[src/design/bic_defs.svh]
// Register offsets, field positions and reset values of the bus cycle block
`ifndef BIC_DEFS_SVH
`define BIC_DEFS_SVH
// ----------------------------------------------------------------------
// Register byte offsets
// ----------------------------------------------------------------------
`define BIC_OFS_BUS_CTRL   4'h0
`define BIC_OFS_ACC_STATE  4'h4
`define BIC_OFS_DRAM_B     4'h8
`define BIC_OFS_STATUS     4'hC
// ----------------------------------------------------------------------
// Field positions
// ----------------------------------------------------------------------
`define BIC_BC_BURST_EN    0
`define BIC_BC_LEN_SEL     1
`define BIC_BC_TIME_SEL    2
`define BIC_BC_RW_IDLE     3
`define BIC_BC_RR_IDLE     4
`define BIC_AS_AREA0       0
`define BIC_AS_WAIT_LO     1
`define BIC_AS_WAIT_HI     2
`define BIC_DB_COL_WR      0
`define BIC_DB_RAS_DOWN    1
// ----------------------------------------------------------------------
// Reset values and fixed figures
// ----------------------------------------------------------------------
`define BIC_BC_RESET       8'h18
`define BIC_AS_RESET       8'h07
`define BIC_DB_RESET       16'h0000
`define BIC_AREA0          3'h0
`define BIC_WORD_STEP      24'h000002
`endif

[src/design/bic_pkg.sv]
// Types shared by the bus cycle block
package bic_pkg;
    // Bus cycle sequencer states
    typedef enum logic [3:0] {
        S_IDLE = 4'h0, S_TI  = 4'h1, S_TP  = 4'h2, S_T1  = 4'h3,
        S_T2   = 4'h4, S_TW  = 4'h5, S_T3  = 4'h6, S_TB1 = 4'h7,
        S_TB2  = 4'h8, S_TB3 = 4'h9
    } bic_state_t;
    // Request from the internal bus master
    typedef struct packed {
        logic        we;
        logic [23:0] addr;
        logic [15:0] wdata;
    } bic_req_t;
    // External pin group, strobes active low
    typedef struct packed {
        logic [23:0] addr;
        logic [15:0] dout;
        logic        data_oe;
        logic [7:0]  area_select_n;
        logic        address_strobe_n;
        logic        read_strobe_n;
        logic        upper_write_strobe_n;
        logic        lower_write_strobe_n;
        logic        upper_column_strobe_n;
        logic        lower_column_strobe_n;
    } bic_pins_t;
endpackage

[src/design/bic_ctrl.sv]
// Burst ROM and idle cycle sequencer for the external bus
//
// Local design decisions: the register addresses and the Avalon-MM slave port.
`include "bic_defs.svh"
`timescale 1ns/100ps
module bic_ctrl (
    input  wire logic                 clk,          // 40 MHz clock
    input  wire logic                 reset,        // Async reset, high
    input  wire logic [3:0]           avs_address,  // Register byte addr
    input  wire logic                 avs_read,     // Register read
    input  wire logic                 avs_write,    // Register write
    input  wire logic [3:0]           avs_byteenable, // Write lanes
    input  wire logic [31:0]          avs_writedata, // Write data
    output logic      [31:0]          avs_readdata, // Read data
    output logic                      avs_waitrequest, // Stall
    input  wire logic                 cpu_req,      // Bus cycle request
    input  wire bic_pkg::bic_req_t    cpu_cmd,      // Request fields
    output logic                      cpu_ack,      // Cycle done pulse
    output logic      [15:0]          cpu_rdata,    // Read word
    input  wire logic                 wait_n,       // External wait pin
    input  wire logic [15:0]          ext_din,      // Data bus input
    output bic_pkg::bic_pins_t        pins          // External pins
);
    import bic_pkg::*;

    // ------------------------------------------------------------------
    // Registers and state
    // ------------------------------------------------------------------
    logic [7:0]  bus_control_reg, bus_control_next;   // Burst and idle
    logic [7:0]  access_state_control_reg, access_state_control_next;
    logic [15:0] dram_control_reg_b, dram_control_b_next; // DRAM setup
    logic        wait_req_reg, wait_req_next;         // Bus stall
    logic [31:0] rdata_reg, rdata_next;               // Bus read data
    bic_state_t  state_reg, state_next;               // Sequencer
    bic_req_t    req_reg, req_next;                   // Latched request
    bic_pins_t   pins_reg, pins_next;                 // Pin registers
    logic [1:0]  wcnt_reg, wcnt_next;                 // Program waits
    logic        ack_reg, ack_next;                   // Done pulse
    logic [15:0] cdata_reg, cdata_next;               // Read word
    logic        prev_ok_reg, prev_ok_next;           // Last cycle known
    logic        prev_rd_reg, prev_rd_next;           // Last was read
    logic        prev_dram_reg, prev_dram_next;       // Last was DRAM
    logic [2:0]  prev_area_reg, prev_area_next;       // Last area
    logic        burst_reg, burst_next;               // Burst may go on
    logic [23:0] last_addr_reg, last_addr_next;       // Last burst word

    // Decoded controls
    logic        burst_en, len8, time3, rw_idle, rr_idle, area0_3st;
    logic [1:0]  prog_waits;
    logic        col_wr, ras_down;
    logic [7:0]  dram_areas;
    logic        start, tgt_dram, cont_burst, same_block, done;
    logic [2:0]  area, cur_area;
    bic_req_t    cur;

    assign burst_en   = bus_control_reg[`BIC_BC_BURST_EN];
    assign len8       = bus_control_reg[`BIC_BC_LEN_SEL];
    assign time3      = bus_control_reg[`BIC_BC_TIME_SEL];
    assign rw_idle    = bus_control_reg[`BIC_BC_RW_IDLE];
    assign rr_idle    = bus_control_reg[`BIC_BC_RR_IDLE];
    assign area0_3st  = access_state_control_reg[`BIC_AS_AREA0];
    assign prog_waits = access_state_control_reg[`BIC_AS_WAIT_HI:
                                                 `BIC_AS_WAIT_LO];
    assign col_wr     = dram_control_reg_b[`BIC_DB_COL_WR];
    assign ras_down   = dram_control_reg_b[`BIC_DB_RAS_DOWN];
    assign dram_areas = dram_control_reg_b[15:8];
    assign area       = cpu_cmd.addr[23:21];
    assign tgt_dram   = dram_areas[area];
    assign start      = (state_reg == S_IDLE) && cpu_req && !ack_reg;
    assign cur        = start ? cpu_cmd : req_reg;
    assign cur_area   = cur.addr[23:21];

    // Block boundary for four or eight word bursts
    assign same_block = len8 ? (cpu_cmd.addr[23:4] == last_addr_reg[23:4])
                             : (cpu_cmd.addr[23:3] == last_addr_reg[23:3]);
    assign cont_burst = burst_reg && burst_en && !cpu_cmd.we
                        && (area == `BIC_AREA0) && same_block
                        && (cpu_cmd.addr == last_addr_reg + `BIC_WORD_STEP);

    // ------------------------------------------------------------------
    // Register bus slave
    // ------------------------------------------------------------------
    // One stall cycle, then a single cycle answer per access
    always_comb begin
        bus_control_next          = bus_control_reg;
        access_state_control_next = access_state_control_reg;
        dram_control_b_next       = dram_control_reg_b;
        rdata_next                = rdata_reg;
        wait_req_next             = 1'b1;
        if ((avs_read || avs_write) && wait_req_reg) begin
            wait_req_next = 1'b0;
            rdata_next    = 32'h0000_0000;
            // Stores take effect at the answering edge
            if (avs_write && avs_byteenable[0]) begin
                case (avs_address)
                    `BIC_OFS_BUS_CTRL:
                        bus_control_next = avs_writedata[7:0];
                    `BIC_OFS_ACC_STATE:
                        access_state_control_next = avs_writedata[7:0];
                    `BIC_OFS_DRAM_B:
                        dram_control_b_next[7:0] = avs_writedata[7:0];
                    default: ;
                endcase
            end
            if (avs_write && avs_byteenable[1] &&
                avs_address == `BIC_OFS_DRAM_B) begin
                dram_control_b_next[15:8] = avs_writedata[15:8];
            end
            // Unmapped offsets read as zero
            case (avs_address)
                `BIC_OFS_BUS_CTRL:  rdata_next[7:0]  = bus_control_reg;
                `BIC_OFS_ACC_STATE:
                    rdata_next[7:0] = access_state_control_reg;
                `BIC_OFS_DRAM_B:    rdata_next[15:0] = dram_control_reg_b;
                `BIC_OFS_STATUS:    rdata_next[6:0]  = {prev_dram_reg,
                                        burst_reg, prev_rd_reg, state_reg};
                default: ;
            endcase
        end
    end

    // ------------------------------------------------------------------
    // Bus cycle sequencer
    // ------------------------------------------------------------------
    // Final state of every external cycle
    assign done = (state_reg == S_T2 && !area0_3st && req_reg.addr[23:21]
                   == `BIC_AREA0) || (state_reg == S_T3)
                  || (state_reg == S_TB2 && !time3) || (state_reg == S_TB3);

    // Next state, idle decisions and burst tracking
    always_comb begin
        state_next     = state_reg;
        req_next       = req_reg;
        wcnt_next      = wcnt_reg;
        ack_next       = 1'b0;
        cdata_next     = cdata_reg;
        prev_ok_next   = prev_ok_reg;
        prev_rd_next   = prev_rd_reg;
        prev_dram_next = prev_dram_reg;
        prev_area_next = prev_area_reg;
        burst_next     = burst_reg;
        last_addr_next = last_addr_reg;
        case (state_reg)
            S_IDLE: begin
                if (start) begin
                    req_next   = cpu_cmd;
                    burst_next = 1'b0;
                    if (cont_burst && prev_ok_reg) begin
                        state_next = S_TB1;
                    end else if (tgt_dram) begin
                        state_next = S_TP;
                    end else if (prev_ok_reg && prev_dram_reg && col_wr) begin
                        state_next = S_TI;
                    end else if (prev_ok_reg && prev_rd_reg && !cpu_cmd.we
                                 && rr_idle && area != prev_area_reg) begin
                        state_next = S_TI;
                    end else if (prev_ok_reg && prev_rd_reg && cpu_cmd.we
                                 && rw_idle) begin
                        state_next = S_TI;
                    end else begin
                        state_next = S_T1;
                    end
                end else if (!cpu_req && !ack_reg) begin
                    prev_ok_next = 1'b0;  // Bus went quiet
                    burst_next   = 1'b0;
                end
            end
            S_TI:    state_next = S_T1;
            S_TP:    state_next = S_T1;
            S_T1:    state_next = S_T2;
            S_T2: begin
                // Area 0 with the state bit clear ends here
                if (req_reg.addr[23:21] == `BIC_AREA0 && !area0_3st) begin
                    state_next = S_IDLE;
                end else if (prog_waits != 2'h0 || !wait_n) begin
                    state_next = S_TW;
                    wcnt_next  = prog_waits;
                end else begin
                    state_next = S_T3;
                end
            end
            S_TW: begin
                if (wcnt_reg != 2'h0) begin
                    wcnt_next = wcnt_reg - 2'h1;
                end
                if (wcnt_reg <= 2'h1 && wait_n) begin
                    state_next = S_T3;
                end
            end
            S_T3:    state_next = S_IDLE;
            S_TB1:   state_next = S_TB2;
            S_TB2:   state_next = time3 ? S_TB3 : S_IDLE;
            S_TB3:   state_next = S_IDLE;
            default: state_next = S_IDLE;
        endcase
        if (done) begin
            ack_next       = 1'b1;
            cdata_next     = ext_din;
            prev_ok_next   = 1'b1;
            prev_rd_next   = !req_reg.we;
            prev_area_next = req_reg.addr[23:21];
            prev_dram_next = dram_areas[req_reg.addr[23:21]];
            last_addr_next = req_reg.addr;
            burst_next     = burst_en && !req_reg.we &&
                             req_reg.addr[23:21] == `BIC_AREA0;
        end
    end

    // Pin values for the coming state
    always_comb begin
        pins_next                       = pins_reg;
        pins_next.data_oe               = 1'b0;
        pins_next.address_strobe_n      = 1'b1;
        pins_next.read_strobe_n         = 1'b1;
        pins_next.upper_write_strobe_n  = 1'b1;
        pins_next.lower_write_strobe_n  = 1'b1;
        pins_next.upper_column_strobe_n = 1'b1;
        pins_next.lower_column_strobe_n = 1'b1;
        pins_next.area_select_n         = 8'hFF;
        case (state_next)
            S_IDLE, S_TI, S_TP: begin
                if (state_next != S_IDLE) begin
                    pins_next.addr = cur.addr;
                end
                // RAS down keeps the DRAM select low between cycles;
                // a cycle ending now counts as the last access
                if (ras_down && state_next != S_TP && (done ?
                    dram_areas[req_reg.addr[23:21]] : prev_dram_reg)) begin
                    pins_next.area_select_n = pins_reg.area_select_n;
                end
            end
            default: begin
                pins_next.addr = cur.addr;
                pins_next.dout = cur.wdata;
                pins_next.area_select_n[cur_area] = 1'b0;
                pins_next.read_strobe_n = cur.we;
                pins_next.data_oe       = cur.we;
                if (!dram_areas[cur_area]) begin
                    pins_next.address_strobe_n = 1'b0;
                    if (cur.we && state_next != S_T1) begin
                        pins_next.upper_write_strobe_n = 1'b0;
                        pins_next.lower_write_strobe_n = 1'b0;
                    end
                end else if (state_next != S_T1) begin
                    // Column strobes on write or port B pins
                    if (col_wr) begin
                        pins_next.upper_write_strobe_n = 1'b0;
                        pins_next.lower_write_strobe_n = 1'b0;
                    end else begin
                        pins_next.upper_column_strobe_n = 1'b0;
                        pins_next.lower_column_strobe_n = 1'b0;
                    end
                end
            end
        endcase
    end

    // ------------------------------------------------------------------
    // State registers
    // ------------------------------------------------------------------
    always_ff @(posedge clk or posedge reset) begin
        if (reset) begin
            bus_control_reg          <= `BIC_BC_RESET;
            access_state_control_reg <= `BIC_AS_RESET;
            dram_control_reg_b       <= `BIC_DB_RESET;
            wait_req_reg             <= 1'b1;
            rdata_reg                <= 32'h0000_0000;
            state_reg                <= S_IDLE;
            req_reg                  <= '0;
            pins_reg                 <= '{addr: 24'h000000, dout: 16'h0000,
                                          data_oe: 1'b0,
                                          area_select_n: 8'hFF,
                                          default: 1'b1};
            wcnt_reg                 <= 2'h0;
            ack_reg                  <= 1'b0;
            cdata_reg                <= 16'h0000;
            prev_ok_reg              <= 1'b0;
            prev_rd_reg              <= 1'b0;
            prev_dram_reg            <= 1'b0;
            prev_area_reg            <= 3'h0;
            burst_reg                <= 1'b0;
            last_addr_reg            <= 24'h000000;
        end else begin
            bus_control_reg          <= bus_control_next;
            access_state_control_reg <= access_state_control_next;
            dram_control_reg_b       <= dram_control_b_next;
            wait_req_reg             <= wait_req_next;
            rdata_reg                <= rdata_next;
            state_reg                <= state_next;
            req_reg                  <= req_next;
            pins_reg                 <= pins_next;
            wcnt_reg                 <= wcnt_next;
            ack_reg                  <= ack_next;
            cdata_reg                <= cdata_next;
            prev_ok_reg              <= prev_ok_next;
            prev_rd_reg              <= prev_rd_next;
            prev_dram_reg            <= prev_dram_next;
            prev_area_reg            <= prev_area_next;
            burst_reg                <= burst_next;
            last_addr_reg            <= last_addr_next;
        end
    end

    assign avs_readdata    = rdata_reg;
    assign avs_waitrequest = wait_req_reg;
    assign cpu_ack         = ack_reg;
    assign cpu_rdata       = cdata_reg;
    assign pins            = pins_reg;

    // ------------------------------------------------------------------
    // Checks
    // ------------------------------------------------------------------
    AST_BURST_GATE: assert property (@(posedge clk) disable iff (reset)
        (state_reg == S_IDLE && state_next == S_TB1) |-> burst_en)
        else $error("burst started with burst space disabled");
    AST_BURST_NOWAIT: assert property (@(posedge clk) disable iff (reset)
        state_reg == S_TB1 |=> state_reg == S_TB2 ##1
        (state_reg == S_TB3 || state_reg == S_IDLE))
        else $error("burst cycle was stretched");
    AST_BURST_TIME: assert property (@(posedge clk) disable iff (reset)
        (state_reg == S_TB2 && !time3) |=> state_reg == S_IDLE && ack_reg)
        else $error("two state burst cycle ran long");
    AST_AREA0_SHORT: assert property (@(posedge clk) disable iff (reset)
        (state_reg == S_T1 && req_reg.addr[23:21] == `BIC_AREA0
         && !area0_3st) |=> ##1 ack_reg)
        else $error("two state initial access not two states");
    AST_WAIT_PIN: assert property (@(posedge clk) disable iff (reset)
        (state_reg == S_TW && wcnt_reg <= 2'h1 && !wait_n)
        |=> state_reg == S_TW)
        else $error("wait pin ignored in initial access");
    AST_IDLE_PINS: assert property (@(posedge clk) disable iff (reset)
        state_reg == S_TI |-> !pins.data_oe && pins.read_strobe_n &&
        pins.address_strobe_n && pins.addr == req_reg.addr)
        else $error("idle state pins wrong");
    AST_DRAM_TP: assert property (@(posedge clk) disable iff (reset)
        state_reg == S_TP |-> $past(state_reg) == S_IDLE)
        else $error("idle state placed before precharge");
    AST_FORCED_IDLE: assert property (@(posedge clk) disable iff (reset)
        (start && prev_ok_reg && prev_dram_reg && col_wr && !tgt_dram &&
         !cont_burst) |=> state_reg == S_TI)
        else $error("no idle after DRAM with strobe column pins");
    AST_RR_IDLE: assert property (@(posedge clk) disable iff (reset)
        (start && prev_ok_reg && prev_rd_reg && !cpu_cmd.we && rr_idle &&
         !tgt_dram && !cont_burst && area != prev_area_reg)
        |=> state_reg == S_TI ##1 state_reg == S_T1)
        else $error("no idle between reads of two areas");
    AST_BUS_ANSWER: assert property (@(posedge clk) disable iff (reset)
        (avs_read || avs_write) && avs_waitrequest |=> !avs_waitrequest
        ##1 avs_waitrequest)
        else $error("register access not answered in one cycle");
endmodule

[config.mk]
export PLATFORM = sky130hd
export DESIGN_NAME = bic_ctrl
export DESIGN_NICKNAME = d
export VERILOG_FILES = /design/src/design/bic_pkg.sv /design/src/design/bic_ctrl.sv
export VERILOG_INCLUDE_DIRS = /design/src /design/src/design
export SDC_FILE = /design/constraint.sdc
export NUM_CORES = 1
export LEC_CHECK = 0
export BUFFER_PORTS_ARGS = -buffer_cell sky130_fd_sc_hd__buf_2
export CORE_ASPECT_RATIO = 1.5
export CORE_MARGIN = 2
export CORE_UTILIZATION = 49
export DETAILED_ROUTE_END_ITERATION = 10
export PLACE_DENSITY = 0.77
export SETUP_SLACK_MARGIN = 0.1
export SYNTH_ARGS = -nofsm -noshare
export SYNTH_HDL_FRONTEND = slang
export SYNTH_SLANG_ARGS = --single-unit
[constraint.sdc]
create_clock -name clk -period 5.7 [get_ports clk]
set_clock_uncertainty 0.1 [all_clocks]
set_input_delay 0.855 -clock clk [delete_from_list [all_inputs] [get_ports clk]]
set_output_delay 0.855 -clock clk [all_outputs]
set_load 0.01 [all_outputs]
==> results.sh, run 1 <==
export IMPL_status="complete, no violations"
export IMPL_ant_nets=0
export IMPL_rr_worst_depth=7
export IMPL_hold_viol_final=0
export IMPL_startpoint_type="register"
export IMPL_dieWidth_um=114
export IMPL_required_ns=5.95
export IMPL_dp_final_hpwl_mm=13.7
export IMPL_finalPower_w=0.00575
export IMPL_cp_top_family="simple AND/OR/NAND/NOR gates"
export IMPL_cts_sinks=194
export IMPL_synthCells=725
export IMPL_min_path_type="reg2reg"
export IMPL_gp_congestion=0.836
export IMPL_grt_pass1_wl_mm=32.0
export IMPL_avgSynthCellArea_um2=12.2
export IMPL_yosysSeqAreaShare_pct=55.1
export IMPL_antennaDiodeCount=0
export IMPL_dp_cells=1083
export IMPL_path_clk_slew_ns=0.08
export IMPL_max_clock_path_buffers=2
export IMPL_worst_path_buf_inv=1
export IMPL_post_cts_buffers=0
export IMPL_whs_path_depth=2
export IMPL_p_leak_nw=5.00
export IMPL_ir_drop_v=0.000322
export IMPL_grt_max_degree=195
export IMPL_io_buffers=173
export IMPL_ioPinCount=208
export IMPL_dr_first_iter_drc_count=331
export IMPL_synth_area_top_cells="dfrtp_1 (50%), mux2_2 (11%), nand2_1 (5.8%)"
export IMPL_fillCellCount=1482
export IMPL_setup_violations_final=0
export IMPL_firstDrtPassIters=4
export IMPL_maxCapViolCount=0
export IMPL_core_rowCount=60
export IMPL_crit_path_end_kind="register"
export IMPL_die_area_um2=19200
export IMPL_slew_viol_final=0
export IMPL_ys_types=65
export IMPL_path_depth=7
export IMPL_vias_per_cell=5.47
export IMPL_async_reset_ff_share_pct=100
export IMPL_cp_slowest_stage_delay_ns=0.65
export IMPL_grt_pass1_vias=6190
export IMPL_maxSlewHeadroom_pct=32.5
export IMPL_yosys_register_bits=194
export IMPL_crit_slowest_cell="or4b_4"
export IMPL_initial_core_util_pct=49.8
export IMPL_ctsRootBufferMaster="clkbuf_16"
export IMPL_tns_ns=0
export IMPL_htree_levels=4
export IMPL_place_area_um2=9780
export IMPL_rsz0062_at_grt="no"
export IMPL_num_vias=6096
export IMPL_ys_flop_type="dfrtp_1"
export IMPL_core_um2=17800
export IMPL_die_h_um=169
export IMPL_critPathKind="reg2reg"
export IMPL_insertion_delay_ns=0.43
export IMPL_final_nets=991
export IMPL_cts_tree="done"
export IMPL_antenna_found_initial=0
export IMPL_clock_fmax_mhz=321
export IMPL_synth_common_cells="dfrtp_1 (176), nand2_1 (138), mux2_2 (89)"
export IMPL_setup_slack_ns=2.59
export IMPL_fin_area_um2=10400
export IMPL_largest_reg_flops=53
export IMPL_yosysTopAreaCell="dfrtp_1"
export IMPL_path_max_fanout=41
export IMPL_routed_wl_mm=19.7
export IMPL_cts_hold_buf=0
export IMPL_synth_most_common_cell="dfrtp_1"
export IMPL_period_minus_slack_ns=3.11
export IMPL_netlist_area_um2=8860
export IMPL_numCtsBuffers=17
export IMPL_ys_warn_count=0
export IMPL_finalCritPeriodShare_pct=54.6
export IMPL_track_usage_pct=21.3
export IMPL_synth_edf_count=0
export IMPL_place_ws_ns=2.23
export IMPL_wire_per_inst_um=17.7
export IMPL_crit_arrival_ns=3.37
export IMPL_final_cells=1115
export IMPL_drive_gt1_share_pct=40.2
export IMPL_crit_chain="or4b_4 -> nor2_4 -> buf_4 -> mux2i_2 -> o2111ai_1 -> a211o_1 -> nand2b_1"
export IMPL_drc=0
export IMPL_syn2layout_area_growth_pct=17.1
export IMPL_cellPowerDensity_nw_per_um2=554
export IMPL_tightest_slew_ns=1.01
export IMPL_grt_ovfl_total=0
export IMPL_layout_area_seq_um2=4880
export IMPL_synth_top_cell_area_share_pct=49.7
export IMPL_cts_resized=0
export IMPL_multi_input_area_um2=3670
==> cell families after synthesis <==
logic type	Yosys count	share of synthesized area [%]
compound gates	81	6.56
xor+xnor	27	2.67
fa+ha+maj	3	0.424
buf+inv	62	4.14
flops	194	55.1
mux	131	18.2
other cells	1	0.0423
simple gates	226	12.9
==> through the flow <==
stage	hold WS [ns]	util, %
floorplan	0.330	-
global placement	0.350	55.0
detailed placement	0.353	55.0
CTS	0.371	58.3
global route	0.385	58.3
finish	0.371	58.3
==> cell type report <==
type | instances | share of cell area (%)
Timing Repair Buffer | 178 | 8.84
Inverter | 10 | 0.410
Clock buffer | 18 | 4.24
Sequential cell | 194 | 47.0
Clock inverter | 14 | 1.41
Tap cell | 217 | 2.62
Multi-Input combinational cell | 484 | 35.4
==> layer usage <==
layer	GRT usage [%]	vias to the layer above	part of all wire [%]
met4	8.85	0	2.8
li1	-	2827	-
met5	0	-	0
met3	3.54	40	4.1
met1	26.3	3030	40
met2	37.0	199	53
==> final timing paths <==
kind	startpoint	to	slack (ns)
worst max register to register	state_reg[2]	pins[0]	2.59
min in group asynchronous	reset	pins[15]	0.62
worst max-delay path	state_reg[2]	pins[0]	2.59
max in group asynchronous	reset	cpu_rdata[13]	4.15
worst min register to register	req_reg[1]	req_reg[1]	0.37
worst min-delay path	req_reg[1]	req_reg[1]	0.37
==> layout by cell type (no fill, tap or decap), types with 4 or more instances in the layout <==
cell	netlist	final
nand4_1	13	13
o21ai_0	17	16
nand3_1	11	11
a21oi_1	11	11
xnor2_1	20	20
inv_1	9	8
a22o_1	17	17
buf_2	14	173
o211ai_1	4	4
or3_1	4	4
clkbuf_16	0	17
mux4_2	6	6
buf_4	18	4
dfrtp_1	176	176
mux2_1	11	11
mux2_2	89	89
mux2_4	20	20
nor2_1	16	16
mux2i_1	4	4
nand2_1	138	136
a31oi_1	4	4
nor3_1	5	5
a2bb2oi_1	8	8
dfstp_2	18	18
conb_1	1	16
a21o_1	6	6
xor2_1	7	7
==> where the power goes <==
part	leakage [nW]	total (W)	internal (W)	switching, W
registers	2.41	0.00233	0.00195	0.000386
logic	2.31	0.00225	0.00113	0.00112
clock network	0.282	0.00116	0.000595	0.000570
total	5.00	0.00575	0.00367	0.00208
==> worst reg2reg max path, delay by kind of cell (launching register included) <==
kind / cells / cell delay, ns
simple gates: 3 / 0.92
compound gates: 2 / 0.59
flops: 1 / 0.53
mux: 1 / 0.45
buf+inv: 1 / 0.44
(Power assumes the default switching activity.)
==> run 2, diff against run 1 <==
--- a/config.mk
+++ b/config.mk
@@ -6,12 +6,13 @@
 export SDC_FILE = /design/constraint.sdc
 export NUM_CORES = 1
 export LEC_CHECK = 0
+export ABC_AREA = 1
 export BUFFER_PORTS_ARGS = -buffer_cell sky130_fd_sc_hd__buf_2
 export CORE_ASPECT_RATIO = 1.5
 export CORE_MARGIN = 2
-export CORE_UTILIZATION = 49
+export CORE_UTILIZATION = 50
 export DETAILED_ROUTE_END_ITERATION = 10
-export PLACE_DENSITY = 0.77
+export PLACE_DENSITY = 0.75
 export SETUP_SLACK_MARGIN = 0.1
 export SYNTH_ARGS = -nofsm -noshare
 export SYNTH_HDL_FRONTEND = slang
==> constraint.sdc (replaced) <==
create_clock -name clk -period 3.05 [get_ports clk]
set_clock_uncertainty 0.1 [all_clocks]
set_input_delay 0.4575 -clock clk [delete_from_list [all_inputs] [get_ports clk]]
set_output_delay 0.4575 -clock clk [all_outputs]
set_load 0.01 [all_outputs]
==> run 2 against run 1 <==
Core utilization grew 1.9 points; setup slack worse by 2.1 ns; via count is 31% higher; non-clock buffer count increased by 13; combinational power rose by 91%; synthesized cell count rose by 59%; critical path type unchanged.
==> results.sh, run 2 <==
export IMPL_syn2layout_area_growth_pct=17.9
export IMPL_multi_input_area_um2=3550
export IMPL_antennaDiodeCount=0
export IMPL_synthCells=1156
export IMPL_track_usage_pct=23.8
export IMPL_path_clk_slew_ns=0.07
export IMPL_drc=0
export IMPL_core_um2=17900
export IMPL_ys_flop_type="dfrtp_1"
export IMPL_path_max_fanout=27
export IMPL_yosysSeqAreaShare_pct=53.5
export IMPL_insertion_delay_ns=0.44
export IMPL_place_area_um2=10200
export IMPL_firstDrtPassIters=5
export IMPL_crit_arrival_ns=2.78
export IMPL_cts_tree="done"
export IMPL_cellPowerDensity_nw_per_um2=994
export IMPL_finalCritPeriodShare_pct=84.9
export IMPL_crit_chain="ha_1 -> inv_1 -> nor2_1 -> nand2_1 -> nor2_1 -> nand3_1 -> nand2_1 -> nor2_2 -> nand3_2 -> nand3_2 -> nor2_4 -> o21ai_0"
export IMPL_cp_slowest_stage_delay_ns=0.60
export IMPL_hold_viol_final=0
export IMPL_layout_area_seq_um2=4880
export IMPL_grt_max_degree=160
export IMPL_dr_first_iter_drc_count=656
export IMPL_tightest_slew_ns=0.887
export IMPL_synth_top_cell_area_share_pct=48.3
export IMPL_critPathKind="reg2reg"
export IMPL_ys_warn_count=0
export IMPL_ir_drop_v=0.000650
export IMPL_initial_core_util_pct=51.0
export IMPL_antenna_found_initial=0
export IMPL_dieWidth_um=114
export IMPL_htree_levels=4
export IMPL_yosys_register_bits=194
export IMPL_ys_types=42
export IMPL_grt_pass1_vias=7636
export IMPL_synth_area_top_cells="dfrtp_1 (48%), nand2_1 (20%), o21ai_0 (6.2%)"
export IMPL_min_path_type="in2async"
export IMPL_cts_hold_buf=0
export IMPL_synth_common_cells="nand2_1 (496), dfrtp_1 (176), inv_1 (113), o21ai_0 (113), nor2_1 (55)"
export IMPL_io_buffers=173
export IMPL_tns_ns=0
export IMPL_startpoint_type="register"
export IMPL_largest_reg_flops=53
export IMPL_drive_gt1_share_pct=19.9
export IMPL_slew_viol_final=0
export IMPL_wire_per_inst_um=14.3
export IMPL_final_common_cell="nand2_1"
export IMPL_synth_edf_count=0
export IMPL_synth_most_common_cell="nand2_1"
export IMPL_netlist_area_um2=9110
export IMPL_crit_path_end_kind="register"
export IMPL_clock_fmax_mhz=386
export IMPL_yosysTopAreaCell="dfrtp_1"
export IMPL_vias_per_cell=5.12
export IMPL_maxCapViolCount=0
export IMPL_die_area_um2=19300
export IMPL_ant_nets=0
export IMPL_cts_sinks=194
export IMPL_rsz0062_at_grt="no"
export IMPL_core_rowCount=60
export IMPL_crit_slowest_cell="nor2_4"
export IMPL_grt_pass1_wl_mm=36.2
export IMPL_cts_resized=0
export IMPL_p_leak_nw=5.83
export IMPL_finalPower_w=0.0107
export IMPL_required_ns=3.24
export IMPL_ctsRootBufferMaster="clkbuf_16"
export IMPL_die_h_um=169
export IMPL_final_nets=1433
export IMPL_ioPinCount=208
export IMPL_async_reset_ff_share_pct=100
export IMPL_status="complete, no violations"
export IMPL_dp_final_hpwl_mm=15.6
export IMPL_setup_violations_final=0
export IMPL_final_cell_mix="nand2_1 (496), dfrtp_1 (176), buf_2 (173)"
export IMPL_maxSlewHeadroom_pct=40.9
export IMPL_numCtsBuffers=17
export IMPL_avgSynthCellArea_um2=7.88
export IMPL_routed_wl_mm=22.3
export IMPL_grt_ovfl_total=0
export IMPL_gp_congestion=0.876
export IMPL_max_clock_path_buffers=2
export IMPL_fin_area_um2=10700
export IMPL_fillCellCount=1607
export IMPL_post_cts_buffers=0
export IMPL_period_minus_slack_ns=2.59
export IMPL_num_vias=7968
run 2: cell types whose count changed after synthesis, sizes merged, moves of 7 or more:
cell	delta
nand2	+361
mux2	-119
inv	+108
o21ai	+104
nor2	+45
nand3	+31
xnor2	-18
a22o	-17
a2bb2oi	-8
clkbuf	+7
o31ai	+7
xor2	-7
run 2: power breakdown:
group | total, W | leakage, nW | internal [W] | switching, W
clock | 0.00221 | 0.282 | 0.00119 | 0.00102
sequential | 0.00418 | 2.41 | 0.00359 | 0.000589
combinational | 0.00429 | 3.14 | 0.00140 | 0.00289
run 2: final timing paths:
check	end	slack, ns	startpoint	cells past startpoint
min	cpu_rdata[5]	0.07	reset	3
max reg2reg	pins[54]	0.46	last_addr_reg[1]	12
max in group asynchronous	last_addr_reg[11]	2.03	reset	3
min reg2reg	cpu_rdata[3]	0.37	cpu_rdata[3]	2
min in group clk	cpu_rdata[12]	0.11	ext_din[12]	3
max	pins[54]	0.46	last_addr_reg[1]	12
run 2: through the flow:
step	setup slack, ns	hold slack (ns)	instances	util (%)
6_report	0.461	0.0707	1557	60.1
5_1_grt	0.112	0.114	1557	60.1
4_1_cts	0.421	0.0848	1557	60.1
3_5_place_dp	0.397	0.353	1525	56.9
3_3_place_gp	0.450	0.350	1525	56.9
2_1_floorplan	0.00279	0.338	1171	-
run 2: critical path: cells and delay by family, from the launching register on:
kind / cells / cell delay [ns]
adders and majority gates: 1 / 0.21
and+or+nand+nor: 9 / 1.49
DFF: 1 / 0.40
buffers and inverters: 1 / 0.06
AOI/OAI and AO/OA: 1 / 0.17
run 2: cell type report:
| type | count | share of cell area [%] |
|---|---|---|
| timing repair buffer | 191 | 9.44 |
| clock inverter | 12 | 1.13 |
| sequential | 194 | 45.4 |
| multi-input combinational | 805 | 33.1 |
| inverter | 118 | 4.16 |
| clock buffer | 20 | 4.25 |
| tap | 217 | 2.53 |
run 2: cells by family (layout without fill, tap and decap cells):
group	count (synthesis)	after routing	share of synthesized area (%)
simple gates	626	626	28.2
mux	1	1	0.124
buf+inv	172	341	8.13
flops	194	194	53.5
compound gates	157	157	9.34
xor+xnor	2	2	0.192
other cells	1	16	0.0412
fa+ha+maj	3	3	0.412
run 2: routing by layer:
layer / global-route usage (%) / share of wire (%) / up-vias / wire length (um)
li1: - / - / 3927 / -
met1: 28.1 / 41 / 3769 / 9040
met2: 42.3 / 52 / 225 / 11600
met3: 4.86 / 4.4 / 47 / 991
met4: 8.96 / 2.9 / 0 / 656
met5: 0 / 0 / - / 0
